## src/core/fec_pkg.sv

```systemverilog
package fec_pkg;
    // ==========================================================
    // opcodes
    localparam logic [7:0] FEC_OP_PAGE = 8'h81;
    localparam logic [7:0] FEC_OP_BLOCK = 8'h50;
    localparam logic [7:0] FEC_OP_SECTOR = 8'h7c;
    // ==========================================================
    // frame layout
    localparam int FEC_CMD_BITS = 32;
    localparam int FEC_PAGE_W = 15;
    localparam int FEC_STD_PAGE_LSB = 9;
    localparam int FEC_BIN_PAGE_LSB = 8;
    localparam int FEC_BLOCK_SHIFT = 3;
    localparam int FEC_SECT_SHIFT = 10;
    localparam int FEC_LADDR_W = 23;
    localparam int FEC_PAGES_PER_BLOCK = 8;
    localparam int FEC_PAGES_PER_SECT0 = 8;
    // ==========================================================
    // timing: maximum erase times in ns, cycles at 4 ns
    localparam int FEC_CLK_NS = 4;
    localparam int FEC_PAGE_ERASE_MAX_NS = 35000;
    localparam int FEC_BLOCK_ERASE_MAX_NS = 50000;
    localparam int FEC_SECTOR_ERASE_MAX_NS = 200000;
    localparam int FEC_PAGE_CYC = FEC_PAGE_ERASE_MAX_NS / FEC_CLK_NS;
    localparam int FEC_BLOCK_CYC = FEC_BLOCK_ERASE_MAX_NS / FEC_CLK_NS;
    localparam int FEC_SECTOR_CYC = FEC_SECTOR_ERASE_MAX_NS / FEC_CLK_NS;
    localparam int FEC_CNT_W = 24;
    // ==========================================================
    // erase kinds
    typedef enum logic [1:0] {
        FEC_K_PAGE = 2'b00,
        FEC_K_BLOCK = 2'b01,
        FEC_K_SECTOR = 2'b10,
        FEC_K_NONE = 2'b11
    } fec_kind_t;
endpackage

```

## src/core/fec_if.sv

```systemverilog
`timescale 1ns/1ns
`default_nettype none
// serial link: host drives chip select (low active), clock enable and data in
interface fec_if;
    logic cs_n;
    logic sclk_en;
    logic mosi;
    modport dev (input cs_n, input sclk_en, input mosi);
    modport host (output cs_n, output sclk_en, output mosi);
endinterface
`default_nettype wire

```

## src/core/fec_device.sv

```systemverilog
`timescale 1ns/1ns
`default_nettype none
// Contract
// - standard page erase: 81h, 15 page bits, 9 dummy
// - binary page erase: dummy, page bits, 8 dummy
// - cs rise after page erase erases page
// - busy flag while any erase runs
// - failed byte sets erase error flag
// - standard block erase: 50h, 12 bits, 12 dummy
// - binary block erase: dummy, 12 bits, 11 dummy
// - cs rise after block erase erases eight pages
// - block number 0..4095, low page bits ignored
// - sector erase 7Ch, one of 33 sectors
// - standard sector 0a/0b: 12 bits, bit 3 picks
// - standard sector 1-31: 5 bits, 19 dummy
// - binary sector 0a/0b: dummy, 12 bits, 11 dummy
// - binary sector 1-31: dummy, 5 bits, 18 dummy
// - any address in sector accepted
// - cs rise after sector erase erases sector
// - binary mode forms 23-bit logical address
module fec_device
    import fec_pkg::*;
(
    // clock and reset
    input wire logic ref_clk,
    input wire logic rst_n,
    // serial link
    fec_if.dev link,
    // configuration
    input wire logic binary_page_mode,
    // array verify result, sampled per erased page
    input wire logic verify_fail,
    // status
    output logic ready_busy_n,
    output logic erase_program_error_flag,
    // erase action toward the array model
    output logic erase_pulse,
    output logic [14:0] erase_first_page,
    output logic [15:0] erase_page_count,
    output logic [5:0] erase_sector_id
);
    import fec_pkg::*;

    typedef enum logic [1:0] {
        FEC_S_IDLE = 2'b00,
        FEC_S_SHIFT = 2'b01,
        FEC_S_ERASE = 2'b10
    } fec_dstate_t;

    fec_dstate_t state_r;
    logic cs_n_d_r;
    logic [31:0] shift_r;
    logic [5:0] nbits_r;
    logic mode_r;
    logic [FEC_CNT_W-1:0] timer_r;
    logic [15:0] pages_left_r;

    // ==========================================================
    // frame fields
    // the first 32 strobes fill shift_r: opcode on top, address bytes below
    wire cs_rise = link.cs_n & ~cs_n_d_r;
    wire [7:0] opcode = shift_r[31:24];
    wire [22:0] logical_byte_address = shift_r[22:0];

    // ==========================================================
    // page index per layout
    // standard: page index at bits 23:9, nine dummy bits below
    // binary: one dummy bit on top, page index at bits 22:8, eight dummy below
    wire [14:0] page_index_bits = mode_r ? logical_byte_address[22:8] : shift_r[23:9];
    // a block is eight pages, so the low three page bits never matter for it
    wire [11:0] block_num = page_index_bits[14:3];
    // sectors 1..31 only look at the top five page bits
    wire [4:0] sect_hi = page_index_bits[14:10];
    wire sect_zero = (sect_hi == 5'h00);

    // ==========================================================
    // sector map
    // when the top five bits are zero, page bit 3 alone splits 0a from 0b
    // sector id: 0 = 0a, 1 = 0b, 2..32 = sectors 1..31
    wire [5:0] sect_id = sect_zero ? {5'h00, page_index_bits[3]} : {1'b0, sect_hi} + 6'h01;

    // ==========================================================
    // command kind
    // a short frame or an unknown opcode decodes to none and starts nothing
    wire full_cmd = (nbits_r == 6'(FEC_CMD_BITS));
    wire fec_kind_t kind = !full_cmd ? FEC_K_NONE :
        (opcode == FEC_OP_PAGE) ? FEC_K_PAGE :
        (opcode == FEC_OP_BLOCK) ? FEC_K_BLOCK :
        (opcode == FEC_OP_SECTOR) ? FEC_K_SECTOR : FEC_K_NONE;

    // ==========================================================
    // erase extent
    wire [14:0] first_page = (kind == FEC_K_BLOCK) ? {block_num, 3'h0} :
        (kind == FEC_K_SECTOR) ? (sect_zero ? {11'h000, page_index_bits[3], 3'h0} : {sect_hi, 10'h000}) :
        page_index_bits;
    // sector 0a/0b count as one block each; sectors 1..31 as 1024 pages
    wire [15:0] sect_pages = sect_zero ? 16'(FEC_PAGES_PER_SECT0) : 16'h0400;
    wire [15:0] page_cnt = (kind == FEC_K_BLOCK) ? 16'(FEC_PAGES_PER_BLOCK) :
        (kind == FEC_K_SECTOR) ? sect_pages : 16'h0001;
    // slot length: the maximum erase time spread evenly over the pages, for any sector (0a/0b too) over 1024 pages,
    // so the whole operation never outlasts its maximum time
    wire [FEC_CNT_W-1:0] per_page_cyc = (kind == FEC_K_BLOCK) ? FEC_CNT_W'(FEC_BLOCK_CYC / FEC_PAGES_PER_BLOCK) :
        (kind == FEC_K_SECTOR) ? FEC_CNT_W'(FEC_SECTOR_CYC / 1024) : FEC_CNT_W'(FEC_PAGE_CYC);

    // ==========================================================
    // handshake between the shifter and the slot timer
    wire start = (state_r == FEC_S_SHIFT) && cs_rise && (kind != FEC_K_NONE);
    wire timer_done = (timer_r == '0);
    wire page_done = (state_r == FEC_S_ERASE) && timer_done;
    wire last_page = (pages_left_r == 16'h0001);
    logic [FEC_CNT_W-1:0] per_page_r;

    // ==========================================================
    // state
    always_ff @(posedge ref_clk) begin
        if (!rst_n) begin
            state_r <= FEC_S_IDLE;
            cs_n_d_r <= 1'b1;
            shift_r <= '0;
            nbits_r <= '0;
            mode_r <= 1'b0;
        end else begin
            cs_n_d_r <= link.cs_n;
            case (state_r)
                FEC_S_IDLE: begin
                    if (!link.cs_n) begin
                        state_r <= FEC_S_SHIFT;
                        nbits_r <= '0;
                        mode_r <= binary_page_mode;
                    end
                end
                FEC_S_SHIFT: begin
                    if (link.cs_n) begin
                        state_r <= start ? FEC_S_ERASE : FEC_S_IDLE;
                    end else if (link.sclk_en && nbits_r != 6'(FEC_CMD_BITS)) begin
                        // extra bits after the address are ignored
                        shift_r <= {shift_r[30:0], link.mosi};
                        nbits_r <= nbits_r + 6'h01;
                    end
                end
                FEC_S_ERASE: begin
                    // commands while busy are not accepted
                    if (page_done && last_page) begin
                        state_r <= FEC_S_IDLE;
                    end
                end
                default: state_r <= FEC_S_IDLE;
            endcase
        end
    end

    // ==========================================================
    // start strobe and command descriptor, held until the next start
    always_ff @(posedge ref_clk) begin
        if (!rst_n) begin
            erase_pulse <= 1'b0;
            erase_first_page <= '0;
            erase_page_count <= '0;
            erase_sector_id <= '0;
        end else begin
            erase_pulse <= start;
            if (start) begin
                erase_first_page <= first_page;
                erase_page_count <= page_cnt;
                erase_sector_id <= sect_id;
            end
        end
    end

    // ==========================================================
    // page slot timer: one slot per page, reloaded at every slot end
    always_ff @(posedge ref_clk) begin
        if (!rst_n) begin
            timer_r <= '0;
            per_page_r <= '0;
            pages_left_r <= '0;
        end else if (start) begin
            timer_r <= per_page_cyc - FEC_CNT_W'(1);
            per_page_r <= per_page_cyc;
            pages_left_r <= page_cnt;
        end else if (page_done) begin
            timer_r <= per_page_r - FEC_CNT_W'(1);
            pages_left_r <= pages_left_r - 16'h0001;
        end else if (state_r == FEC_S_ERASE) begin
            timer_r <= timer_r - FEC_CNT_W'(1);
        end
    end

    // ==========================================================
    // status: busy across all slots, error sticky for one operation
    // a failing slot may also be the last one; the set still lands
    always_ff @(posedge ref_clk) begin
        if (!rst_n) begin
            ready_busy_n <= 1'b1;
            erase_program_error_flag <= 1'b0;
        end else if (start) begin
            ready_busy_n <= 1'b0;
            erase_program_error_flag <= 1'b0;
        end else if (page_done) begin
            if (verify_fail) begin
                erase_program_error_flag <= 1'b1;
            end
            if (last_page) begin
                ready_busy_n <= 1'b1;
            end
        end
    end
endmodule
`default_nettype wire

```

## src/flat_wrapper.sv

```systemverilog
// flat-port wrapper written by rule: the top's interface ports become plain ports
module fec_device_flat import fec_pkg::*;
  (ref_clk, rst_n, binary_page_mode, verify_fail, ready_busy_n, erase_program_error_flag, erase_pulse, erase_first_page, erase_page_count, erase_sector_id, link_cs_n, link_sclk_en, link_mosi);
  fec_if link_i ();
  input wire logic ref_clk;
  input wire logic rst_n;
  input wire logic binary_page_mode;
  input wire logic verify_fail;
  output logic ready_busy_n;
  output logic erase_program_error_flag;
  output logic erase_pulse;
  output logic [14:0] erase_first_page;
  output logic [15:0] erase_page_count;
  output logic [5:0] erase_sector_id;
  input wire logic [$bits(link_i.cs_n)-1:0] link_cs_n;
  input wire logic [$bits(link_i.sclk_en)-1:0] link_sclk_en;
  input wire logic [$bits(link_i.mosi)-1:0] link_mosi;
  assign link_i.cs_n = link_cs_n;
  assign link_i.sclk_en = link_sclk_en;
  assign link_i.mosi = link_mosi;
  fec_device u_core (.ref_clk(ref_clk), .rst_n(rst_n), .link(link_i), .binary_page_mode(binary_page_mode), .verify_fail(verify_fail), .ready_busy_n(ready_busy_n), .erase_program_error_flag(erase_program_error_flag), .erase_pulse(erase_pulse), .erase_first_page(erase_first_page), .erase_page_count(erase_page_count), .erase_sector_id(erase_sector_id));
endmodule
```

## config.mk

```make
export PLATFORM = sky130hd
export DESIGN_NAME = fec_device_flat
export DESIGN_NICKNAME = d
export VERILOG_FILES = /design/src/core/fec_pkg.sv /design/src/core/fec_if.sv /design/src/core/fec_device.sv /design/src/flat_wrapper.sv
export SDC_FILE = /design/constraint.sdc
export NUM_CORES = 1
export LEC_CHECK = 0
export BUFFER_PORTS_ARGS = -buffer_cell sky130_fd_sc_hd__clkbuf_2
export CAP_MARGIN = 20
export CORE_MARGIN = 4
export CORE_UTILIZATION = 34
export CTS_BUF_LIST = sky130_fd_sc_hd__clkbuf_4
export DETAILED_ROUTE_END_ITERATION = 8
export PLACE_DENSITY_LB_ADDON = 0.15
export REMOVE_ABC_BUFFERS = 1
export SLEW_MARGIN = 20
export SYNTH_ARGS = -nofsm -noshare
export SYNTH_HDL_FRONTEND = slang
export SYNTH_SLANG_ARGS = --single-unit
```

## constraint.sdc

```tcl
create_clock -name ref_clk -period 2.78 [get_ports ref_clk]
set_clock_uncertainty 0.05 [all_clocks]
set_input_delay 0.556 -clock ref_clk [delete_from_list [all_inputs] [get_ports ref_clk]]
set_output_delay 0.556 -clock ref_clk [all_outputs]
set_load 0.05 [all_outputs]
```

==> qor.csv, run 1 <==
stage;metric;value;unit
outcome;status;complete, no violations;
global_routing;global-route wire length before repair;26200;µm
power_and_ir_drop;worst vdd ir;268;µV
floorplanning;I/O pin cnt;47;
route;DR vias/cell;5.45;
power_and_ir_drop;cell-internal power;2.40;mW
floorplanning;die area;19200;µm²
clock_tree;CTS clock-pin slew for the worst setup and hold paths;0.11;ns
global_routing;largest net degree at the start of global routing;38;
worst_setup_path;crit-path cells;or4_4 > or3_4 > nor3_4 > a21oi_1 > ha_1 > and4_1 > o31a_1 > o2111a_1 > a211o_1;
global_routing;initial antenna violation count;0;
placement;dpl cell area;6350;µm²
route;DRC;0;
sta;worst setup margin;0.127;ns
power_and_ir_drop;Pleak;2.81;nW
final_layout;Area Growth Syn to Fin;16.1;%
floorplanning;Die Width;139;µm
clock_tree;Inserted Clock Buffers;17;
worst_setup_path;Required @ worst endpoint;3.15;ns
clock_tree;CTS tree;yes;
final_layout;final std cells w/o fill;962;
placement;Placed Cells;930;
yosys;sequential fraction of the synthesis area;0.391;
placement;Detailed Place HPWL;11400;µm
final_layout;post-layout util;0.404;
placement;GP Congestion;0.834;
yosys;cell count after synthesis;679;
yosys;flops & latches, synth;113;
worst_setup_path;CP max stage delay;0.54;ns
route;WL per Instance;16.5;µm
sta;Final period util;0.954;
power_and_ir_drop;Sw Share;0.250;
final_layout;n_diodes;0;
placement;IO Port Bufs;33;
route;Iter 0 DRT Violations;308;
clock_tree;Root Buffer Master;clkbuf_4;
route;antenna violation net count after detailed routing;0;
sta;Tmin final;2.65;ns
power_and_ir_drop;Comb pwr share;0.042;
power_and_ir_drop;P_sw;800;µW
final_layout;Final nets;748;
final_layout;Final Cell Area;6730;µm²
worst_setup_path;Worst Path Buf+Inv;0;
worst_setup_path;Startpoint Class;flop;
clock_tree;post_cts resized;0;
sta;Hold Slack;0.192;ns
floorplanning;DIE HEIGHT;139;µm
route;vias;5245;
worst_setup_path;Worst Path Class, Setup;flop to flop;
power_and_ir_drop;overall power;3.20;mW
worst_setup_path;crit end category;flop;
route;Pre-antenna DRT Iters;5;
sta;setup TNS;0;ns
floorplanning;core box area;16600;µm²
global_routing;remaining global-route overflow;0;
final_layout;most frequent cells in the layout;dfxtp_1 (112), nor2_1 (92), nand2_1 (59);
route;DRT Wirelength;15900;µm
power_and_ir_drop;power share of the sequential group;0.507;
sta;Slew headroom;0.593;
worst_setup_path;crit-path max FO;4;
job;maxcap violations;0;
final_layout;leading cell type in the layout, fill and taps excluded;dfxtp_1;
final_layout;filler cell count;1719;
yosys;async set or reset register ratio after synthesis;0;
floorplanning;Cell Rows;47;
worst_setup_path;CP max stage cell;or4_4;
yosys;top_reg_cell synth;dfxtp_1;
sta;RSZ-0062 raised after global routing;false;
yosys;syn avg cell area;8.53;µm²
yosys;Post-synth EDFFs;0;
clock_tree;post-CTS setup buffer count;0;
sta;worst-margin pin slew;0.605;ns
placement;dpl ws;0.0849;ns
worst_setup_path;Worst EP arrival;3.03;ns
worst_setup_path;delay-heaviest family, CP;simple AND/OR/NAND/NOR gates;
sta;fin. max-slew vios;0;
yosys;Mapped Area;5790;µm²
clock_tree;Post-CTS Hold Buffers;0;
clock_tree;htree depth;4;
clock_tree;clock tree buffer depth;2;
global_routing;vias in the first global route;5079;
power_and_ir_drop;power per cell area;476;nW/µm²
hold_path;Min-Delay Path Class;input pin to flop;
power_and_ir_drop;Clock Power Share;0.451;
sta;Achievable Freq;0.377;GHz
final_layout;layout cell share with drive strength beyond 1;0.197;
sta;Final Hold Fails;0;
clock_tree;clk sinks;113;
sta;# setup viols final;0;
floorplanning;initial core utilization;0.348;
yosys;Netlist cell types;73;
yosys;Syn. warnings;0;
clock_tree;Clk Latency, worst-skew pair;0.53;ns
global_routing;Global Route Usage Sum;0.166;
## state kept, by name, summed over array words and instances (netlist names)
name / flops
u_core.cs_n_d_r: 1
u_core.erase_first_page: 15
u_core.erase_page_count: 3
u_core.erase_program_error_flag: 1
u_core.erase_pulse: 1
u_core.erase_sector_id: 6
u_core.mode_r: 1
u_core.nbits_r: 6
u_core.pages_left_r: 16
u_core.per_page_r: 4
u_core.ready_busy_n: 1
u_core.shift_r: 32
u_core.state_r: 2
u_core.timer_r: 24
## power groups by stage
stage	sequential [mW]	combinational (mW)	clock, mW
after floorplan	1.67	0.0876	0
after CTS	1.62	0.134	1.49
after global placement	1.66	0.132	0
after global routing	1.63	0.143	1.56
after detailed placement	1.66	0.134	0
final	1.62	0.135	1.44
## final timing paths
check / slack [ns] / cells past startpoint / from / endpoint
setup / recovery: 0.13 / 9 / u_core.timer_r[2]$_SDFFE_PN0P_ / u_core.timer_r[12]$_SDFFE_PN0P_
hold / removal: 0.19 / 3 / verify_fail / u_core.erase_program_error_flag$_SDFFE_PP0P_
setup reg to reg: 0.13 / 9 / u_core.timer_r[2]$_SDFFE_PN0P_ / u_core.timer_r[12]$_SDFFE_PN0P_
hold reg to reg: 0.42 / 2 / u_core.erase_sector_id[5]$_SDFFE_PN0P_ / u_core.erase_sector_id[5]$_SDFFE_PN0P_
## Yosys cell counts (4+ instances only)
cell type | count | area, µm²
nand2_1 | 60 | 225
nand2b_1 | 4 | 25.0
a211oi_1 | 13 | 97.6
clkbuf_1 | 35 | 131
or4_1 | 10 | 75.1
o22ai_1 | 4 | 25.0
buf_4 | 16 | 120
nand4_1 | 10 | 62.6
nor2b_1 | 5 | 31.3
o41ai_1 | 4 | 35.0
a21oi_1 | 34 | 170
nor2_1 | 93 | 349
ha_1 | 12 | 150
nor3_1 | 9 | 45.0
or3_1 | 8 | 50.1
mux2i_1 | 49 | 490
o31ai_1 | 5 | 37.5
a31oi_1 | 14 | 87.6
nor4_2 | 4 | 50.1
inv_1 | 21 | 78.8
nor4_1 | 4 | 25.0
buf_1 | 4 | 15.0
nand3_1 | 21 | 105
or2_2 | 6 | 37.5
o311ai_0 | 9 | 78.8
and4_1 | 5 | 43.8
xnor2_1 | 9 | 78.8
o21ai_0 | 23 | 115
a22o_1 | 6 | 52.6
dfxtp_1 | 113 | 2260
## cell families after synthesis
| family | Yosys count | synth area share |
|---|---|---|
| compound gates | 150 | 0.180 |
| xor+xnor | 10 | 0.0151 |
| fa+ha+maj | 12 | 0.0259 |
| buf+inv | 79 | 0.0633 |
| flops | 113 | 0.391 |
| mux | 49 | 0.0847 |
| other cells | 1 | 0.000648 |
| simple gates | 265 | 0.239 |
## per-layer routing
| layer | track usage | vias to the layer above | wire (µm) |
|---|---|---|---|
| met5 | 0 | - | 0 |
| met4 | 0.0536 | 0 | 227 |
| met3 | 0.0425 | 24 | 714 |
| met2 | 0.264 | 145 | 7310 |
| met1 | 0.221 | 2526 | 7650 |
| li1 | - | 2550 | - |
## layout make-up
class | instances | area [µm²] | area share
repair buffers | 77 | 508 | 0.0755
well taps | 220 | 275 | 0.0409
multi-input cells | 499 | 3270 | 0.486
flip-flops and latches | 113 | 2260 | 0.337
clock buffers | 20 | 150 | 0.0223
inverters | 21 | 78.8 | 0.0117
clock inverters | 12 | 183 | 0.0272
## tightest hold or removal path: cells and delay by family
| kind | cells | cell delay (ns) |
|---|---|---|
| and+or+nand+nor | 1 | 0.07 |
| buffers and inverters | 1 | 0.08 |
| AOI/OAI and AO/OA | 1 | 0.05 |
Note: power is estimated with default switching activity, not from simulation.
==> inputs of run 2 (changes only) <==
Settings changed: CTS_BUF_LIST sky130_fd_sc_hd__clkbuf_4 to not set.
==> qor.csv, run 2 (synthesis results as in run 1) <==
stage;metric;value;unit;change
job;maxcap violations;0;;unchanged
route;vias;5205;;-0.76%
clock_tree;post-CTS setup buffer count;0;;unchanged
worst_setup_path;Startpoint Class;flop;;
final_layout;post-layout util;0.421;;+0.0168
power_and_ir_drop;power per cell area;582;nW/µm²;+22%
clock_tree;htree depth;4;;unchanged
sta;Final period util;0.949;;-0.00542
worst_setup_path;Worst Path Class, Setup;flop to flop;;
global_routing;global-route wire length before repair;26400;µm;+0.76%
clock_tree;CTS clock-pin slew for the worst setup and hold paths;0.06;ns;-0.05 ns
sta;fin. max-slew vios;0;;unchanged
final_layout;n_diodes;0;;unchanged
power_and_ir_drop;overall power;4.07;mW;+27%
global_routing;initial antenna violation count;0;;unchanged
placement;GP Congestion;0.834;;unchanged
route;DRT Wirelength;16100;µm;+0.91%
floorplanning;Die Width;139;µm;unchanged
sta;# setup viols final;0;;unchanged
clock_tree;Post-CTS Hold Buffers;0;;unchanged
route;DRC;0;;unchanged
worst_setup_path;Required @ worst endpoint;3.04;ns;-0.11 ns
floorplanning;DIE HEIGHT;139;µm;unchanged
route;antenna violation net count after detailed routing;0;;unchanged
final_layout;top flop regs;u_core.shift_r x32, u_core.timer_r x24, u_core.pages_left_r x16;;
global_routing;vias in the first global route;5106;;+0.53%
global_routing;remaining global-route overflow;0;;unchanged
worst_setup_path;crit-path max FO;4;;unchanged
power_and_ir_drop;worst vdd ir;435;µV;+62%
route;Pre-antenna DRT Iters;5;;unchanged
clock_tree;clk sinks;113;;unchanged
global_routing;largest net degree at the start of global routing;38;;unchanged
floorplanning;initial core utilization;0.348;;unchanged
final_layout;Area Growth Syn to Fin;21.0;%;
final_layout;max reg flops;32;;unchanged
clock_tree;clock tree buffer depth;2;;unchanged
clock_tree;CTS tree;yes;;
global_routing;Global Route Usage Sum;0.167;;+0.00109
sta;worst-margin pin slew;0.608;ns;+0.00282 ns
sta;Achievable Freq;0.379;GHz;+0.57%
floorplanning;I/O pin cnt;47;;unchanged
sta;setup TNS;0;ns;unchanged
sta;Tmin final;2.64;ns;-0.0151 ns
final_layout;leading cell type in the layout, fill and taps excluded;dfxtp_1;;
placement;IO Port Bufs;33;;unchanged
clock_tree;Clk Latency, worst-skew pair;0.42;ns;-0.11 ns
clock_tree;Root Buffer Master;clkbuf_16;;
route;WL per Instance;16.7;µm;+0.91%
route;DR vias/cell;5.41;;-0.76%
hold_path;Min-Delay Path Class;input pin to flop;;
final_layout;most frequent cells in the layout;dfxtp_1 (112), nor2_1 (92), nand2_1 (59);;
final_layout;Final nets;748;;unchanged
final_layout;layout cell share with drive strength beyond 1;0.191;;-0.00539
route;Iter 0 DRT Violations;290;;-5.8%
sta;Slew headroom;0.591;;-0.00190
power_and_ir_drop;Pleak;2.93;nW;+4.4%
floorplanning;core box area;16600;µm²;unchanged
floorplanning;die area;19200;µm²;unchanged
clock_tree;post_cts resized;0;;unchanged
sta;Final Hold Fails;0;;unchanged
sta;RSZ-0062 raised after global routing;true;;
placement;Detailed Place HPWL;11400;µm;unchanged
worst_setup_path;Worst EP arrival;2.90;ns;-0.13 ns
final_layout;Largest Register;u_core.shift_r;;
floorplanning;Cell Rows;47;;unchanged
worst_setup_path;crit end category;flop;;
clock_tree;Inserted Clock Buffers;17;;unchanged
outcome;status;complete, no violations;;
## run 2: changes by cell type in the layout (fill, tap and decap cells not counted)
| cell | previous run | this run |
|---|---|---|
| inv_2 | 2 | 1 |
| clkbuf_4 | 20 | 0 |
| clkbuf_16 | 0 | 17 |
| clkbuf_1 | 0 | 3 |
| nand3_4 | 1 | 0 |
| nand3_2 | 0 | 1 |
| inv_1 | 19 | 20 |
## run 2: worst max-delay path, cell delays in order, from the launching register on
cell and delay (ns):
dfxtp_1 0.31, or4_4 0.54, or3_4 0.39, nor3_4 0.16
a21oi_1 0.10, ha_1 0.21, and4_1 0.19, o31a_1 0.16
o2111a_1 0.15, a211o_1 0.25
## run 2: final timing paths
kind	startpoint	slack [ns]	to	cells past startpoint
max reg2reg	u_core.timer_r[2]$_SDFFE_PN0P_	0.14	u_core.timer_r[12]$_SDFFE_PN0P_	9
min	verify_fail	0.32	u_core.erase_program_error_flag$_SDFFE_PP0P_	3
max	u_core.timer_r[2]$_SDFFE_PN0P_	0.14	u_core.timer_r[12]$_SDFFE_PN0P_	9
min reg2reg	u_core.erase_first_page[10]$_SDFFE_PN0P_	0.41	u_core.erase_first_page[10]$_SDFFE_PN0P_	2
## run 2: cell type report
type / count / area (µm²)
Timing Repair Buffer: 77 / 508
Clock inverter: 12 / 183
Multi-Input combinational cell: 499 / 3260
Inverter: 21 / 78.8
Clock buffer: 20 / 437
Sequential cell: 113 / 2260
Tap cell: 220 / 275
Fill cell: 1679 / 9640
## run 2: power breakdown
group          switching [mW]  total (mW)  leakage (nW)  internal (mW)
Combinational           0.103       0.134          1.73         0.0310
Clock                   0.809        2.31         0.291           1.50
Sequential            0.00250        1.63         0.911           1.62
Total                   0.915        4.07          2.93           3.16
## run 2: metal layers
| metal | track usage | vias to the layer above | wire length [µm] |
|---|---|---|---|
| met5 | 0 | - | 0 |
| met1 | 0.222 | 2504 | 7670 |
| li1 | - | 2553 | - |
| met2 | 0.264 | 125 | 7380 |
| met3 | 0.0383 | 23 | 718 |
| met4 | 0.0640 | 0 | 282 |
## run 2: per-stage QoR
| step | hold WS [ns] | instance area (µm²) | setup WS, ns | instances |
|---|---|---|---|---|
| 2_1_floorplan | 0.395 | 5550 | -0.838 | 633 |
| 3_3_place_gp | 0.390 | 6350 | 0.133 | 930 |
| 3_5_place_dp | 0.395 | 6350 | 0.0849 | 930 |
| 4_1_cts | 0.312 | 6970 | 0.0728 | 962 |
| 5_1_grt | 0.338 | 7000 | -0.0111 | 962 |
| 6_report | 0.315 | 7000 | 0.142 | 962 |
==> inputs of run 3 (changes only) <==
Settings changed: SETUP_SLACK_MARGIN set to 0.4.
==> qor.csv, run 3 (synthesis results as in run 1) <==
stage;metric;value;unit;change
outcome;status;complete, no violations;;
sta;Achievable Freq;0.402;GHz;+5.9%
final_layout;Final Cell Area;7360;µm²;+5.1%
final_layout;leading cell type in the layout, fill and taps excluded;dfxtp_1;;
placement;GP Congestion;0.834;;unchanged
hold_path;critical hold path startpoint;verify_fail;;
final_layout;n_diodes;0;;unchanged
clock_tree;CTS clock-pin slew for the worst setup and hold paths;0.06;ns;about the same
clock_tree;htree depth;4;;unchanged
clock_tree;Inserted Clock Buffers;17;;unchanged
placement;Detailed Place HPWL;11400;µm;unchanged
sta;Slew headroom;0.566;;-0.0246
floorplanning;die area;19200;µm²;unchanged
clock_tree;Clk Latency, worst-skew pair;0.42;ns;about the same
floorplanning;Die Width;139;µm;unchanged
route;Iter 0 DRT Violations;303;;+4.5%
route;WL per Instance;17.0;µm;+1.7%
sta;fin. max-slew vios;0;;unchanged
hold_path;Worst Hold End;u_core.erase_program_error_flag$_SDFFE_PP0P_;;
floorplanning;DIE HEIGHT;139;µm;unchanged
job;maxcap violations;0;;unchanged
route;antenna violation net count after detailed routing;0;;unchanged
power_and_ir_drop;worst vdd ir;457;µV;+5.2%
final_layout;top flop regs;u_core.shift_r x32, u_core.timer_r x24, u_core.pages_left_r x16;;
hold_path;Min-Delay Path Class;input pin to flop;;
route;DRT Wirelength;16600;µm;+3.4%
route;wire length on met1;7960;µm;+3.8%
worst_setup_path;Reg2Reg Setup Slack;0.29;ns;+0.15 ns
sta;setup TNS;0;ns;unchanged
floorplanning;I/O pin cnt;47;;unchanged
floorplanning;core box area;16600;µm²;unchanged
final_layout;Final nets;764;;+2.1%
placement;IO Port Bufs;33;;unchanged
power_and_ir_drop;Pleak;3.06;nW;+4.4%
sta;Final Hold Fails;0;;unchanged
worst_setup_path;Worst Path Class, Setup;flop to flop;;
worst_setup_path;crit end category;flop;;
worst_setup_path;R2R depth;9;;unchanged
global_routing;vias in the first global route;5168;;+1.2%
sta;worst-margin pin slew;0.645;ns;+0.0374 ns
global_routing;largest net degree at the start of global routing;38;;unchanged
final_layout;most frequent cells in the layout;dfxtp_1 (108), nor2_1 (90), nand2_1 (59);;
sta;# setup viols final;0;;unchanged
global_routing;initial antenna violation count;0;;unchanged
power_and_ir_drop;overall power;4.08;mW;+0.24%
power_and_ir_drop;power per cell area;555;nW/µm²;-4.6%
worst_setup_path;Startpoint Class;flop;;
route;vias;5277;;+1.4%
route;Pre-antenna DRT Iters;4;;-1
worst_setup_path;Critical R2R Capture;u_core.timer_r[12]$_SDFFE_PN0P_;;
sta;Final period util;0.896;;-0.0529
clock_tree;Root Buffer Master;clkbuf_16;;
route;DR vias/cell;5.40;;-0.28%
clock_tree;CTS tree;yes;;
clock_tree;Post-CTS Hold Buffers;0;;unchanged
route;DRC;0;;unchanged
global_routing;remaining global-route overflow;0;;unchanged
clock_tree;clk sinks;113;;unchanged
global_routing;Global Route Usage Sum;0.171;;+0.00398
hold_path;hold path depth;3;;unchanged
final_layout;filler cell count;1650;;-1.7%
placement;dpl cell area;6350;µm²;unchanged
floorplanning;initial core utilization;0.348;;unchanged
worst_setup_path;crit-path max FO;3;;-1
worst_setup_path;FF-to-FF Start;u_core.timer_r[2]$_SDFFE_PN0P_;;
worst_setup_path;Worst EP arrival;2.75;ns;-0.15 ns
final_layout;layout cell share with drive strength beyond 1;0.249;;+0.0580
worst_setup_path;Required @ worst endpoint;3.04;ns;about the same
sta;RSZ-0062 raised after global routing;true;;
global_routing;global-route wire length before repair;27000;µm;+2.4%
sta;Tmin final;2.49;ns;-0.147 ns
route;routed wl met2;7750;µm;+5.0%
route;met3 routed WL;612;µm;-15%
floorplanning;Cell Rows;47;;unchanged
final_layout;Area Growth Syn to Fin;27.2;%;
route;DR top layer;met4;;
clock_tree;clock tree buffer depth;2;;unchanged
final_layout;max reg flops;32;;unchanged
final_layout;Largest Register;u_core.shift_r;;
run 3: final cells by class:
| type | count | area, µm² | share of cell area |
|---|---|---|---|
| Multi-Input combinational cell | 499 | 3450 | 0.469 |
| Sequential cell | 113 | 2270 | 0.308 |
| Timing Repair Buffer | 93 | 664 | 0.0902 |
| Clock buffer | 20 | 437 | 0.0593 |
| Tap cell | 220 | 275 | 0.0374 |
| Clock inverter | 12 | 183 | 0.0248 |
| Inverter | 21 | 83.8 | 0.0114 |
run 3: worst max-delay path by stage:
stage / start / to / cells past startpoint
floorplan: u_core.nbits_r[0]$_SDFFE_PN0P_ / u_core.shift_r[0]$_SDFFE_PN0P_ / 6
global placement: u_core.timer_r[4]$_SDFFE_PN0P_ / u_core.timer_r[12]$_SDFFE_PN0P_ / 9
detailed placement: u_core.shift_r[30]$_SDFFE_PN0P_ / u_core.pages_left_r[10]$_SDFFE_PN0P_ / 9
CTS: u_core.timer_r[3]$_SDFFE_PN0P_ / u_core.timer_r[12]$_SDFFE_PN0P_ / 9
global route: u_core.timer_r[2]$_SDFFE_PN0P_ / u_core.timer_r[18]$_SDFFE_PN0P_ / 10
finish: u_core.timer_r[2]$_SDFFE_PN0P_ / u_core.timer_r[12]$_SDFFE_PN0P_ / 9
run 3: power breakdown:
group	switching, mW	internal [mW]	leakage, nW
logic	0.105	0.0331	1.86
clock network	0.815	1.50	0.291
registers	0.00285	1.62	0.913
total	0.922	3.16	3.06
run 3: routing by layer:
| layer | vias to the layer above | track usage |
|---|---|---|
| li1 | 2588 | - |
| met5 | - | 0 |
| met3 | 23 | 0.0376 |
| met4 | 0 | 0.0603 |
| met1 | 2560 | 0.227 |
| met2 | 106 | 0.274 |
run 3: metrics by stage:
stage / setup WS, ns / util / cells / hold WS (ns)
final: 0.289 / 0.442 / 978 / 0.319
after detailed placement: 0.0849 / 0.382 / 930 / 0.395
after CTS: 0.208 / 0.432 / 967 / 0.312
after global routing: 0.219 / 0.442 / 978 / 0.338
after floorplan: -0.838 / - / 633 / 0.395
after global placement: 0.133 / 0.382 / 930 / 0.390
run 3: worst max-delay path: stages (launching register included):
cell,delay (ns)
dfxtp_2,0.32
or4_4,0.54
or3_4,0.37
nor3_4,0.17
a21oi_2,0.09
ha_2,0.18
and4_4,0.16
o31a_1,0.14
o2111a_1,0.15
a211o_1,0.21
run 3: timing repair:
item	in CTS	in global routing
pin swaps	12	13
gates resized for setup	32	30
setup buffers	4	11
setup endpoints to repair	59	56
cloned	1	0
